`config.mk`:
```
export PLATFORM = sky130hd
export DESIGN_NAME = vesfr_top
export DESIGN_NICKNAME = d
export VERILOG_FILES = /design/src/common/vesfr_pkg.sv /design/src/common/vesfr_sync_if.sv /design/src/hw/vesfr_sync.sv /design/src/hw/vesfr_top.sv
export SDC_FILE = /design/constraint.sdc
export NUM_CORES = 1
export LEC_CHECK = 0
export BUFFER_PORTS_ARGS = -buffer_cell sky130_fd_sc_hd__buf_4
export CAP_MARGIN = 20
export CORE_UTILIZATION = 50
export CTS_CLUSTER_SIZE = 8
export DETAILED_ROUTE_END_ITERATION = 16
export HOLD_SLACK_MARGIN = 0.02
export PLACE_DENSITY = 0.8
export SYNTH_ARGS = -nofsm -noshare
export SYNTH_HDL_FRONTEND = slang
export SYNTH_SLANG_ARGS = --single-unit
```
`constraint.sdc`:
```
create_clock -name clock -period 3.5 [get_ports clock]
set_clock_uncertainty 0.05 [all_clocks]
set_input_delay 0.875 -clock clock [delete_from_list [all_inputs] [get_ports clock]]
set_output_delay 0.875 -clock clock [all_outputs]
set_load 0.005 [all_outputs]
```
`src/common/vesfr_pkg.sv`:
```
// constants, types and behaviour summary for the video error status and format report block
//
// Behaviour
// - hd mode: luma and chroma format codes reported in separate four-bit fields
// - sd or asi mode: code only in luma field, chroma field held at fh
// - both format fields return to fh on reset, lock loss, data-through
// - codes 0h..8h defined, 9h..eh reserved, fh means unknown format
// - all detection except lock is off in asi or data-through mode
// - status register at index 001h, one flag per error type, set on detection
// - status cleared at each field start or on host read, whichever first
// - non-lock flags cleared on standard change, reset, lock low, bypass low as slave
// - mask bits reset to zero; host writes one to disable detection of a type
// - active-low error pin is or of flags, high at rest, low on unmasked error
// - bit 10 flags payload identifier disagreeing with calculated video standard
// - bits 9 and 8 flag full-field and active-picture crc errors, sd only
// - bit 7 high whenever lock indication is low
// - bits 6 and 5 flag chroma and luma ancillary checksum errors; chroma hd only
// - bits 4 and 3 flag chroma and luma line crc errors, hd only
// - bit 2 flags received line number mismatch in hd operation
// - bits 1 and 0 flag trs errors; hd checks luma only; flywheel enable needed
// - mask register at index 01ah, each bit at its flag's position 10..0
package vesfr_pkg;

  // ************
  // widths
  // ************
  localparam int FLAG_W = 11;
  localparam int DATA_W = 32;
  localparam int ADDR_W = 12;
  localparam int FMT_W  = 4;
  localparam int SYNC_W = 3;

  // ************
  // register indices and byte addresses (byte = index * 4)
  // ************
  localparam logic [9:0] IDX_FLAGS    = 10'h001;
  localparam logic [9:0] IDX_DISABLE  = 10'h01A;
  localparam logic [9:0] IDX_FORMAT   = 10'h020;
  localparam logic [9:0] IDX_INT_STAT = 10'h021;
  localparam logic [9:0] IDX_INT_EN   = 10'h022;
  localparam logic [ADDR_W-1:0] ADDR_FLAGS    = {IDX_FLAGS, 2'h0};
  localparam logic [ADDR_W-1:0] ADDR_DISABLE  = {IDX_DISABLE, 2'h0};
  localparam logic [ADDR_W-1:0] ADDR_FORMAT   = {IDX_FORMAT, 2'h0};
  localparam logic [ADDR_W-1:0] ADDR_INT_STAT = {IDX_INT_STAT, 2'h0};
  localparam logic [ADDR_W-1:0] ADDR_INT_EN   = {IDX_INT_EN, 2'h0};

  // ************
  // flag groups (positions shared by status, mask, interrupt regs)
  // ************
  localparam logic [FLAG_W-1:0] FLAGS_NONE = 11'h000;
  localparam logic [FLAG_W-1:0] FLAGS_ALL  = 11'h7FF;
  localparam logic [FLAG_W-1:0] M_LOCK     = 11'h080;
  localparam logic [FLAG_W-1:0] M_SD_ONLY  = 11'h300;
  localparam logic [FLAG_W-1:0] M_HD_ONLY  = 11'h05C;
  localparam logic [FLAG_W-1:0] M_TRS      = 11'h003;

  // ************
  // format field layout and codes
  // ************
  localparam int FMT_LUMA_LSB   = 0;
  localparam int FMT_CHROMA_LSB = 4;
  localparam logic [FMT_W-1:0] FMT_UNKNOWN  = 4'hF;
  localparam logic [FMT_W-1:0] FMT_LAST_DEF = 4'h8;

  // ************
  // bus encodings and synchroniser lanes
  // ************
  localparam logic       HRESP_OKAY = 1'h0;
  localparam logic [1:0] HTRANS_NONSEQ = 2'h2;
  localparam int SY_LOCK  = 0;
  localparam int SY_BYP   = 1;
  localparam int SY_SLAVE = 2;

  typedef enum logic {VESFR_BUS_IDLE, VESFR_BUS_DATA} vesfr_bus_t;

endpackage

```
`src/common/vesfr_sync_if.sv`:
```
// interface carrying pin levels to and from the synchroniser
`timescale 1ns/100ps
interface vesfr_sync_if;
  logic [vesfr_pkg::SYNC_W-1:0] raw;
  logic [vesfr_pkg::SYNC_W-1:0] synced;
  modport sync_side (input raw, output synced);
  modport user_side (output raw, input synced);
endinterface

```
`src/hw/vesfr_sync.sv`:
```
// two-stage synchroniser for asynchronous pin levels
`timescale 1ns/100ps
module vesfr_sync (
  // clock and reset
  input  wire logic        clock,
  input  wire logic        rst_n,
  input  wire logic        ce,
  // pin levels
  vesfr_sync_if.sync_side  sif
);
  import vesfr_pkg::*;

  logic [SYNC_W-1:0] meta_reg;
  logic [SYNC_W-1:0] sync_reg;

  // ************
  // one two-flop chain per lane; first stage feeds only second
  // ************
  genvar g;
  generate
    for (g = 0; g < SYNC_W; g++) begin : g_lane
      always_ff @(posedge clock or negedge rst_n) begin
        if (!rst_n) begin
          meta_reg[g] <= 1'b0;
          sync_reg[g] <= 1'b0;
        end else if (ce) begin
          meta_reg[g] <= sif.raw[g];
          sync_reg[g] <= meta_reg[g];
        end
      end
    end
  endgenerate

  assign sif.synced = sync_reg;

endmodule

```
`src/hw/vesfr_top.sv`:
```
// error status, mask, interrupt and format report registers behind an ahb-lite slave
//
// Register access over AHB-Lite is this design's own decision.
`timescale 1ns/100ps
module vesfr_top (
  // clock, reset, enable
  input  wire logic                          clock,
  input  wire logic                          rst_n,
  input  wire logic                          ce,
  // ahb-lite slave
  input  wire logic                          hsel,
  input  wire logic [31:0]                   haddr,
  input  wire logic [1:0]                    htrans,
  input  wire logic                          hwrite,
  input  wire logic [2:0]                    hsize,
  input  wire logic [vesfr_pkg::DATA_W-1:0]  hwdata,
  input  wire logic                          hready,
  output logic      [vesfr_pkg::DATA_W-1:0]  hrdata,
  output logic                               hreadyout,
  output logic                               hresp,
  // asynchronous pins
  input  wire logic                          locked,
  input  wire logic                          processing_bypass_n,
  input  wire logic                          slave_mode,
  // operating mode from core logic
  input  wire logic                          rate_select_sd_high,
  input  wire logic                          asi_mode,
  input  wire logic                          data_through,
  input  wire logic                          flywheel_enable,
  // detector events from core logic
  input  wire logic [vesfr_pkg::FLAG_W-1:0]  err_event,
  input  wire logic                          std_change,
  input  wire logic                          field_start,
  // format codes from core logic
  input  wire logic                          fmt_valid,
  input  wire logic [vesfr_pkg::FMT_W-1:0]   luma_format_code_in,
  input  wire logic [vesfr_pkg::FMT_W-1:0]   chroma_format_code_in,
  // status outputs
  output logic      [vesfr_pkg::FMT_W-1:0]   luma_format_code,
  output logic      [vesfr_pkg::FMT_W-1:0]   chroma_format_code,
  output logic                               data_error_n,
  output logic                               irq
);
  import vesfr_pkg::*;

  // ************
  // functions
  // ************

  // address match against one register byte address
  function automatic logic reg_hit(input logic [ADDR_W-1:0] a,
                                   input logic [ADDR_W-1:0] target);
    reg_hit = (a == target);
  endfunction

  // reserved codes are reported as unknown
  function automatic logic [FMT_W-1:0] fmt_clean(input logic [FMT_W-1:0] c);
    fmt_clean = (c > FMT_LAST_DEF) ? FMT_UNKNOWN : c;
  endfunction

  // ************
  // declarations
  // ************
  vesfr_sync_if sif ();

  vesfr_bus_t          bus_state_reg;
  logic [ADDR_W-1:0]   addr_reg;
  logic                wr_reg;
  logic                hready_reg;
  logic [DATA_W-1:0]   hrdata_reg;
  logic [FLAG_W-1:0]   flags_reg;
  logic [FLAG_W-1:0]   flags_next;
  logic [FLAG_W-1:0]   disable_reg;
  logic [FLAG_W-1:0]   disable_next;
  logic [FLAG_W-1:0]   int_stat_reg;
  logic [FLAG_W-1:0]   int_stat_next;
  logic [FLAG_W-1:0]   int_en_reg;
  logic [FLAG_W-1:0]   int_en_next;
  logic [FMT_W-1:0]    luma_reg;
  logic [FMT_W-1:0]    luma_next;
  logic [FMT_W-1:0]    chroma_reg;
  logic [FMT_W-1:0]    chroma_next;
  logic                err_n_reg;
  logic                irq_reg;

  logic                locked_s;
  logic                bypass_n_s;
  logic                slave_s;
  logic                take;
  logic                act;
  logic                act_rd;
  logic                act_wr;
  logic                rd_flags;
  logic                wr_disable;
  logic                wr_int_stat;
  logic                wr_int_en;
  logic [DATA_W-1:0]   rd_word;
  logic                det_on;
  logic                hold_clr;
  logic                soft_clr;
  logic [FLAG_W-1:0]   mode_ok;
  logic [FLAG_W-1:0]   fw_ok;
  logic [FLAG_W-1:0]   lock_set;
  logic [FLAG_W-1:0]   set_vec;
  logic [FLAG_W-1:0]   clr_vec;
  logic [FLAG_W-1:0]   new_flags;
  logic [FLAG_W-1:0]   wdat;
  logic                fmt_force;
  logic                sd_or_asi;

  // ************
  // pin synchronisers
  // ************

  // pins cross two flops before any logic looks at them
  assign sif.raw[SY_LOCK]  = locked;
  assign sif.raw[SY_BYP]   = processing_bypass_n;
  assign sif.raw[SY_SLAVE] = slave_mode;

  vesfr_sync u_sync (
    .clock (clock),
    .rst_n (rst_n),
    .ce    (ce),
    .sif   (sif.sync_side)
  );

  assign locked_s   = sif.synced[SY_LOCK];
  assign bypass_n_s = sif.synced[SY_BYP];
  assign slave_s    = sif.synced[SY_SLAVE];

  // ************
  // ahb-lite slave: one wait state, action when ce is high
  // ************

  // address phase taken, and data phase action
  assign take   = hsel & hready & (htrans == HTRANS_NONSEQ);
  assign act    = (bus_state_reg == VESFR_BUS_DATA) & ce;
  assign act_rd = act & ~wr_reg;
  assign act_wr = act & wr_reg;

  // register selects
  assign rd_flags    = act_rd & reg_hit(addr_reg, ADDR_FLAGS);
  assign wr_disable  = act_wr & reg_hit(addr_reg, ADDR_DISABLE);
  assign wr_int_stat = act_wr & reg_hit(addr_reg, ADDR_INT_STAT);
  assign wr_int_en   = act_wr & reg_hit(addr_reg, ADDR_INT_EN);
  assign wdat        = hwdata[FLAG_W-1:0];

  // read mux; unmapped reads return zero, upper bits read zero
  always_comb begin
    rd_word = '0;
    if (reg_hit(addr_reg, ADDR_FLAGS)) begin
      rd_word[FLAG_W-1:0] = flags_reg;
    end else if (reg_hit(addr_reg, ADDR_DISABLE)) begin
      rd_word[FLAG_W-1:0] = disable_reg;
    end else if (reg_hit(addr_reg, ADDR_FORMAT)) begin
      rd_word[FMT_LUMA_LSB +: FMT_W]   = luma_reg;
      rd_word[FMT_CHROMA_LSB +: FMT_W] = chroma_reg;
    end else if (reg_hit(addr_reg, ADDR_INT_STAT)) begin
      rd_word[FLAG_W-1:0] = int_stat_reg;
    end else if (reg_hit(addr_reg, ADDR_INT_EN)) begin
      rd_word[FLAG_W-1:0] = int_en_reg;
    end
  end

  // bus handshake state; runs with ce low so the master is stalled
  always_ff @(posedge clock or negedge rst_n) begin
    if (!rst_n) begin
      bus_state_reg <= VESFR_BUS_IDLE;
      hready_reg    <= 1'b1;
      addr_reg      <= '0;
      wr_reg        <= 1'b0;
    end else begin
      case (bus_state_reg)
        VESFR_BUS_IDLE: begin
          if (take) begin
            bus_state_reg <= VESFR_BUS_DATA;
            hready_reg    <= 1'b0;
            addr_reg      <= haddr[ADDR_W-1:0];
            wr_reg        <= hwrite;
          end
        end
        VESFR_BUS_DATA: begin
          if (ce) begin
            bus_state_reg <= VESFR_BUS_IDLE;
            hready_reg    <= 1'b1;
          end
        end
        default: begin
          bus_state_reg <= VESFR_BUS_IDLE;
          hready_reg    <= 1'b1;
        end
      endcase
    end
  end

  // read data captured at the end of the data phase
  always_ff @(posedge clock or negedge rst_n) begin
    if (!rst_n) begin
      hrdata_reg <= '0;
    end else if (act_rd) begin
      hrdata_reg <= rd_word;
    end
  end

  // ************
  // error detection qualifiers
  // ************

  // everything but lock is off in asi and data-through
  assign det_on = ~(asi_mode | data_through);

  // sd-only crc flags, hd-only line flags and chroma ancillary flag
  assign mode_ok = rate_select_sd_high ? ~M_HD_ONLY : ~M_SD_ONLY;

  // trs checks need the flywheel running
  assign fw_ok = flywheel_enable ? FLAGS_ALL : ~M_TRS;

  // lock flag set in every cycle that the lock level is low
  assign lock_set = locked_s ? FLAGS_NONE : M_LOCK;

  // lock low or bypass low as slave holds non-lock flags clear
  assign hold_clr = ~locked_s | (~bypass_n_s & slave_s);

  // detected, qualified and unmasked errors
  assign set_vec = ((err_event & ~M_LOCK & mode_ok & fw_ok & {FLAG_W{det_on & ~hold_clr}})
                    | lock_set) & ~disable_reg;

  // ************
  // error flags
  // ************

  // field start or host read clears all; other causes spare lock
  assign soft_clr = field_start | rd_flags;
  assign clr_vec  = ({FLAG_W{soft_clr}} | ({FLAG_W{std_change | hold_clr}} & ~M_LOCK));

  // a new error wins over any clear in the same cycle
  assign flags_next = (flags_reg & ~clr_vec) | set_vec;
  assign new_flags  = set_vec & ~flags_reg;

  always_ff @(posedge clock or negedge rst_n) begin
    if (!rst_n) begin
      flags_reg <= FLAGS_NONE;
    end else if (ce) begin
      flags_reg <= flags_next;
    end
  end

  // ************
  // mask register
  // ************
  assign disable_next = wr_disable ? wdat : disable_reg;

  always_ff @(posedge clock or negedge rst_n) begin
    if (!rst_n) begin
      disable_reg <= FLAGS_NONE;
    end else if (ce) begin
      disable_reg <= disable_next;
    end
  end

  // ************
  // interrupt status (write one to clear) and enable
  // ************

  // a newly raised flag beats a clearing write
  assign int_stat_next = (int_stat_reg & ~({FLAG_W{wr_int_stat}} & wdat)) | new_flags;
  assign int_en_next   = wr_int_en ? wdat : int_en_reg;

  always_ff @(posedge clock or negedge rst_n) begin
    if (!rst_n) begin
      int_stat_reg <= FLAGS_NONE;
      int_en_reg   <= FLAGS_NONE;
    end else if (ce) begin
      int_stat_reg <= int_stat_next;
      int_en_reg   <= int_en_next;
    end
  end

  // ************
  // data format report
  // ************

  // lock loss or data-through forces unknown on both fields
  assign fmt_force = ~locked_s | data_through;
  assign sd_or_asi = rate_select_sd_high | asi_mode;

  always_comb begin
    luma_next   = luma_reg;
    chroma_next = chroma_reg;
    if (fmt_force) begin
      luma_next   = FMT_UNKNOWN;
      chroma_next = FMT_UNKNOWN;
    end else begin
      if (fmt_valid) begin
        luma_next   = fmt_clean(luma_format_code_in);
        chroma_next = fmt_clean(chroma_format_code_in);
      end
      if (sd_or_asi) begin
        chroma_next = FMT_UNKNOWN;
      end
    end
  end

  always_ff @(posedge clock or negedge rst_n) begin
    if (!rst_n) begin
      luma_reg   <= FMT_UNKNOWN;
      chroma_reg <= FMT_UNKNOWN;
    end else if (ce) begin
      luma_reg   <= luma_next;
      chroma_reg <= chroma_next;
    end
  end

  // ************
  // error pin and interrupt line
  // ************

  // pin low while any unmasked flag is set
  always_ff @(posedge clock or negedge rst_n) begin
    if (!rst_n) begin
      err_n_reg <= 1'b1;
      irq_reg   <= 1'b0;
    end else if (ce) begin
      err_n_reg <= ~|(flags_next & ~disable_next);
      irq_reg   <= |(int_stat_next & int_en_next);
    end
  end

  // ************
  // outputs
  // ************
  assign hrdata             = hrdata_reg;
  assign hreadyout          = hready_reg;
  assign hresp              = HRESP_OKAY;
  assign luma_format_code   = luma_reg;
  assign chroma_format_code = chroma_reg;
  assign data_error_n       = err_n_reg;
  assign irq                = irq_reg;

endmodule

```
==> metrics.csv <==
metric,value,unit
"EDFF count, synth",0,
Yosys top cell by area,dfrtp_1,
Slew Limit Fails,0,
CP max FO,9,
ANT cells,0,
Synth Cell Area,4370,sq um
DIE AREA,9118,sq um
# placed instances,582,
die width,95.49,um
Post-Synth XOR/XNOR Area,0,%
max FFs per register,12,
core area,8341,sq um
Post-Route WL,11460,um
Comb pwr share,18.3,%
initial drt markers,251,
top-count cell post-synth,dfrtp_1,
area delta synth->final,19.61,%
post-place instance area,5005,sq um
worst endpoint required time,3.71,ns
PortBufs,80,
Synth cell types,60,
met2 GRT Util,42.74,%
wire length of the first global-routing pass,18060,um
Synth Area in Adders,0,%
net switching power,0.7107,mW
total CTS buffers,9,
Post CTS Setup Buffer Count,0,
busiest grt layer,met2,
GRT met3 Usage,4.466,%
Core Rows,33,
Tcrit/Tclk final,80.72,%
Period minus WS final,2.825,ns
Skew-Pair Late Insertion Delay,0.37,ns
maximum root-to-sink buffer count,2,
Synth Area in Compound Gates,17.12,%
setup TNS,0,ns
Filler cells,705,
CP Capture Type,flop,
H-tree Lvls,3,
layout cells sized above 1,33.33,%
LEAKAGE,2.375,nW
Total Power,2.350,mW
via count,3611,
Clock Power Share,28.8,%
number of vias per cell,6.018,
worst setup path class,reg2reg,
ys flop type,dfrtp_1,
PwrDens,449.5,nW/um^2
CTS root buffer,clkbuf_8,
Fmax,354.0,MHz
sequential share of the synthesized area,49.53,%
"Hold Vio Cnt, Final",0,
antenna violations before repair,0,
main combinational cell family by area after synthesis,compound AO/OA/AOI/OAI gates,
Int Power,1.639,mW
post-CTS sizing,0,
mean area per synthesized cell,10.84,sq um
Hold Buf Count CTS,0,
DR DRC count,0,
fin util,62.68,%
Sw Ratio,30.24,%
# nets final,594,
outcome,finished clean,
VDD IR max,0.2969,mV
post-synth top area share,43.52,%
CTS tree,yes,
post-route design area,5228,sq um
1st-pass router iterations,5,
final setup fails,0,
unrepaired setup endpoints after global routing,no,
fin cells,600,
wire length per cell,19.10,um
GRT Util Overall,26.86,%
Mapped Cells,403,
Yosys reg bits,86,
async set-reset flop share out of synthesis,100.0,%
RD Place Congestion,0.8631,
I/O Pins,148,
worst slew pin tran,0.5482,ns
ranking of synthesized cells by area,"dfrtp_1 44%, mux2_2 8.5%, dfstp_2 6.0%",
Initial Util,52.40,%
Rel. slew slack,63.37,%
"CTS clk-pin slew, worst paths",0.10,ns
Sequential Power Share,52.9,%
vias in the first global route,3554,
simple-gate area share of the yosys netlist,15.92,%
commonest cells in the netlist,"76 x dfrtp_1, 39 x nand2_1, 33 x mux2_2",
nature of the critical path startpoint,flop,
CP arrival,3.04,ns
Die H,95.49,um
mux contribution to synthesized area,10.74,%
hold crit path type,in2async,
Clock Sinks,86,
MaxCap Viol Count,0,
grt ovf,0,
Detail Placement HPWL,8074,um
GR met1 Demand/Resource,36.02,%
Ys Warns,0,
largest net degree at the start of global routing,87,
Routed Antenna Nets,0,
==> through the flow <==
stage / setup WS, ns / hold WS (ns)
CTS: 0.6862 / 0.4453
global placement: 0.4954 / 0.4118
detailed placement: 0.4408 / 0.4303
floorplan: 1.004 / 0.4010
finish: 0.6749 / 0.3083
global route: 0.6038 / 0.3147
==> layout make-up <==
cell class                 instances  area (sq um)  share of cell area [%]
sequential                        86          2165                   41.41
multi-input combinational        292          1996                   38.18
timing repair buffer              93         718.2                   13.74
tap                              105         131.4                   2.513
clock buffer                       9         123.9                   2.370
clock inverter                     7         63.81                   1.221
inverter                           8         30.03                  0.5744
==> power by group through the flow <==
stage          Sequential, mW  Clock (mW)  Combinational [mW]
5_1_grt                  1.26       0.720               0.477
4_1_cts                  1.24       0.683               0.427
3_3_place_gp             1.25           0               0.414
2_1_floorplan            1.23           0               0.251
6_report                 1.24       0.676               0.430
3_5_place_dp             1.26           0               0.424
==> cells in the final DEF, fill, tap and decap left out, drive strengths merged, types with 3 or more instances in the layout <==
cell / instances
nor4b: 3
dfstp: 10
buf: 93
a21boi: 6
o21bai: 4
o22ai: 7
a22o: 7
nor3b: 7
and3: 6
a31oi: 3
clkbuf: 9
nor3: 8
nand3: 8
nand2: 39
nand2b: 4
o221ai: 9
conb: 22
nor4: 7
mux2i: 3
o22a: 6
mux2: 38
inv: 12
nor2b: 3
or3: 3
dfrtp: 76
a221oi: 8
a22oi: 6
o21ai: 18
a21oi: 28
nor2: 21
==> cells by family (layout without fill, tap and decap cells) <==
family          count (synthesis)  after routing
flops                          86             86
simple gates                  120            120
buf+inv                        46            117
other cells                     1             22
compound gates                109            109
mux                            41             41
==> metal layers <==
metal	vias up	part of all wire [%]
met4	0	2.9
li1	1635	-
met1	1750	43
met5	-	0
met3	32	7.7
met2	194	46
==> worst paths after layout <==
kind	start	end	slack, ns	depth (start not counted)
worst max-delay path	addr_reg[1]$_DFFE_PN0P_	irq$_DFFE_PN0P_	0.67	7
worst min-delay path	rst_n	addr_reg[0]$_DFFE_PN0P_	0.31	1
worst max register to register	addr_reg[1]$_DFFE_PN0P_	irq$_DFFE_PN0P_	0.67	7
worst min register to register	luma_format_code[3]$_DFFE_PN1P_	luma_format_code[3]$_DFFE_PN1P_	0.45	2
max in group asynchronous	rst_n	data_error_n$_DFFE_PN1P_	2.44	2
min in group clock	luma_format_code[3]$_DFFE_PN1P_	luma_format_code[3]$_DFFE_PN1P_	0.45	2
==> critical path, stage by stage (launching register included) <==
cell and delay (ns):
dfrtp_1 0.47, or4b_4 0.57, nor3_2 0.29, buf_4 0.28, mux2_2 0.36, a21boi_0 0.12
nand4b_1 0.21, o32a_1 0.37
No activity file was read; power rests on OpenSTA's default activity.
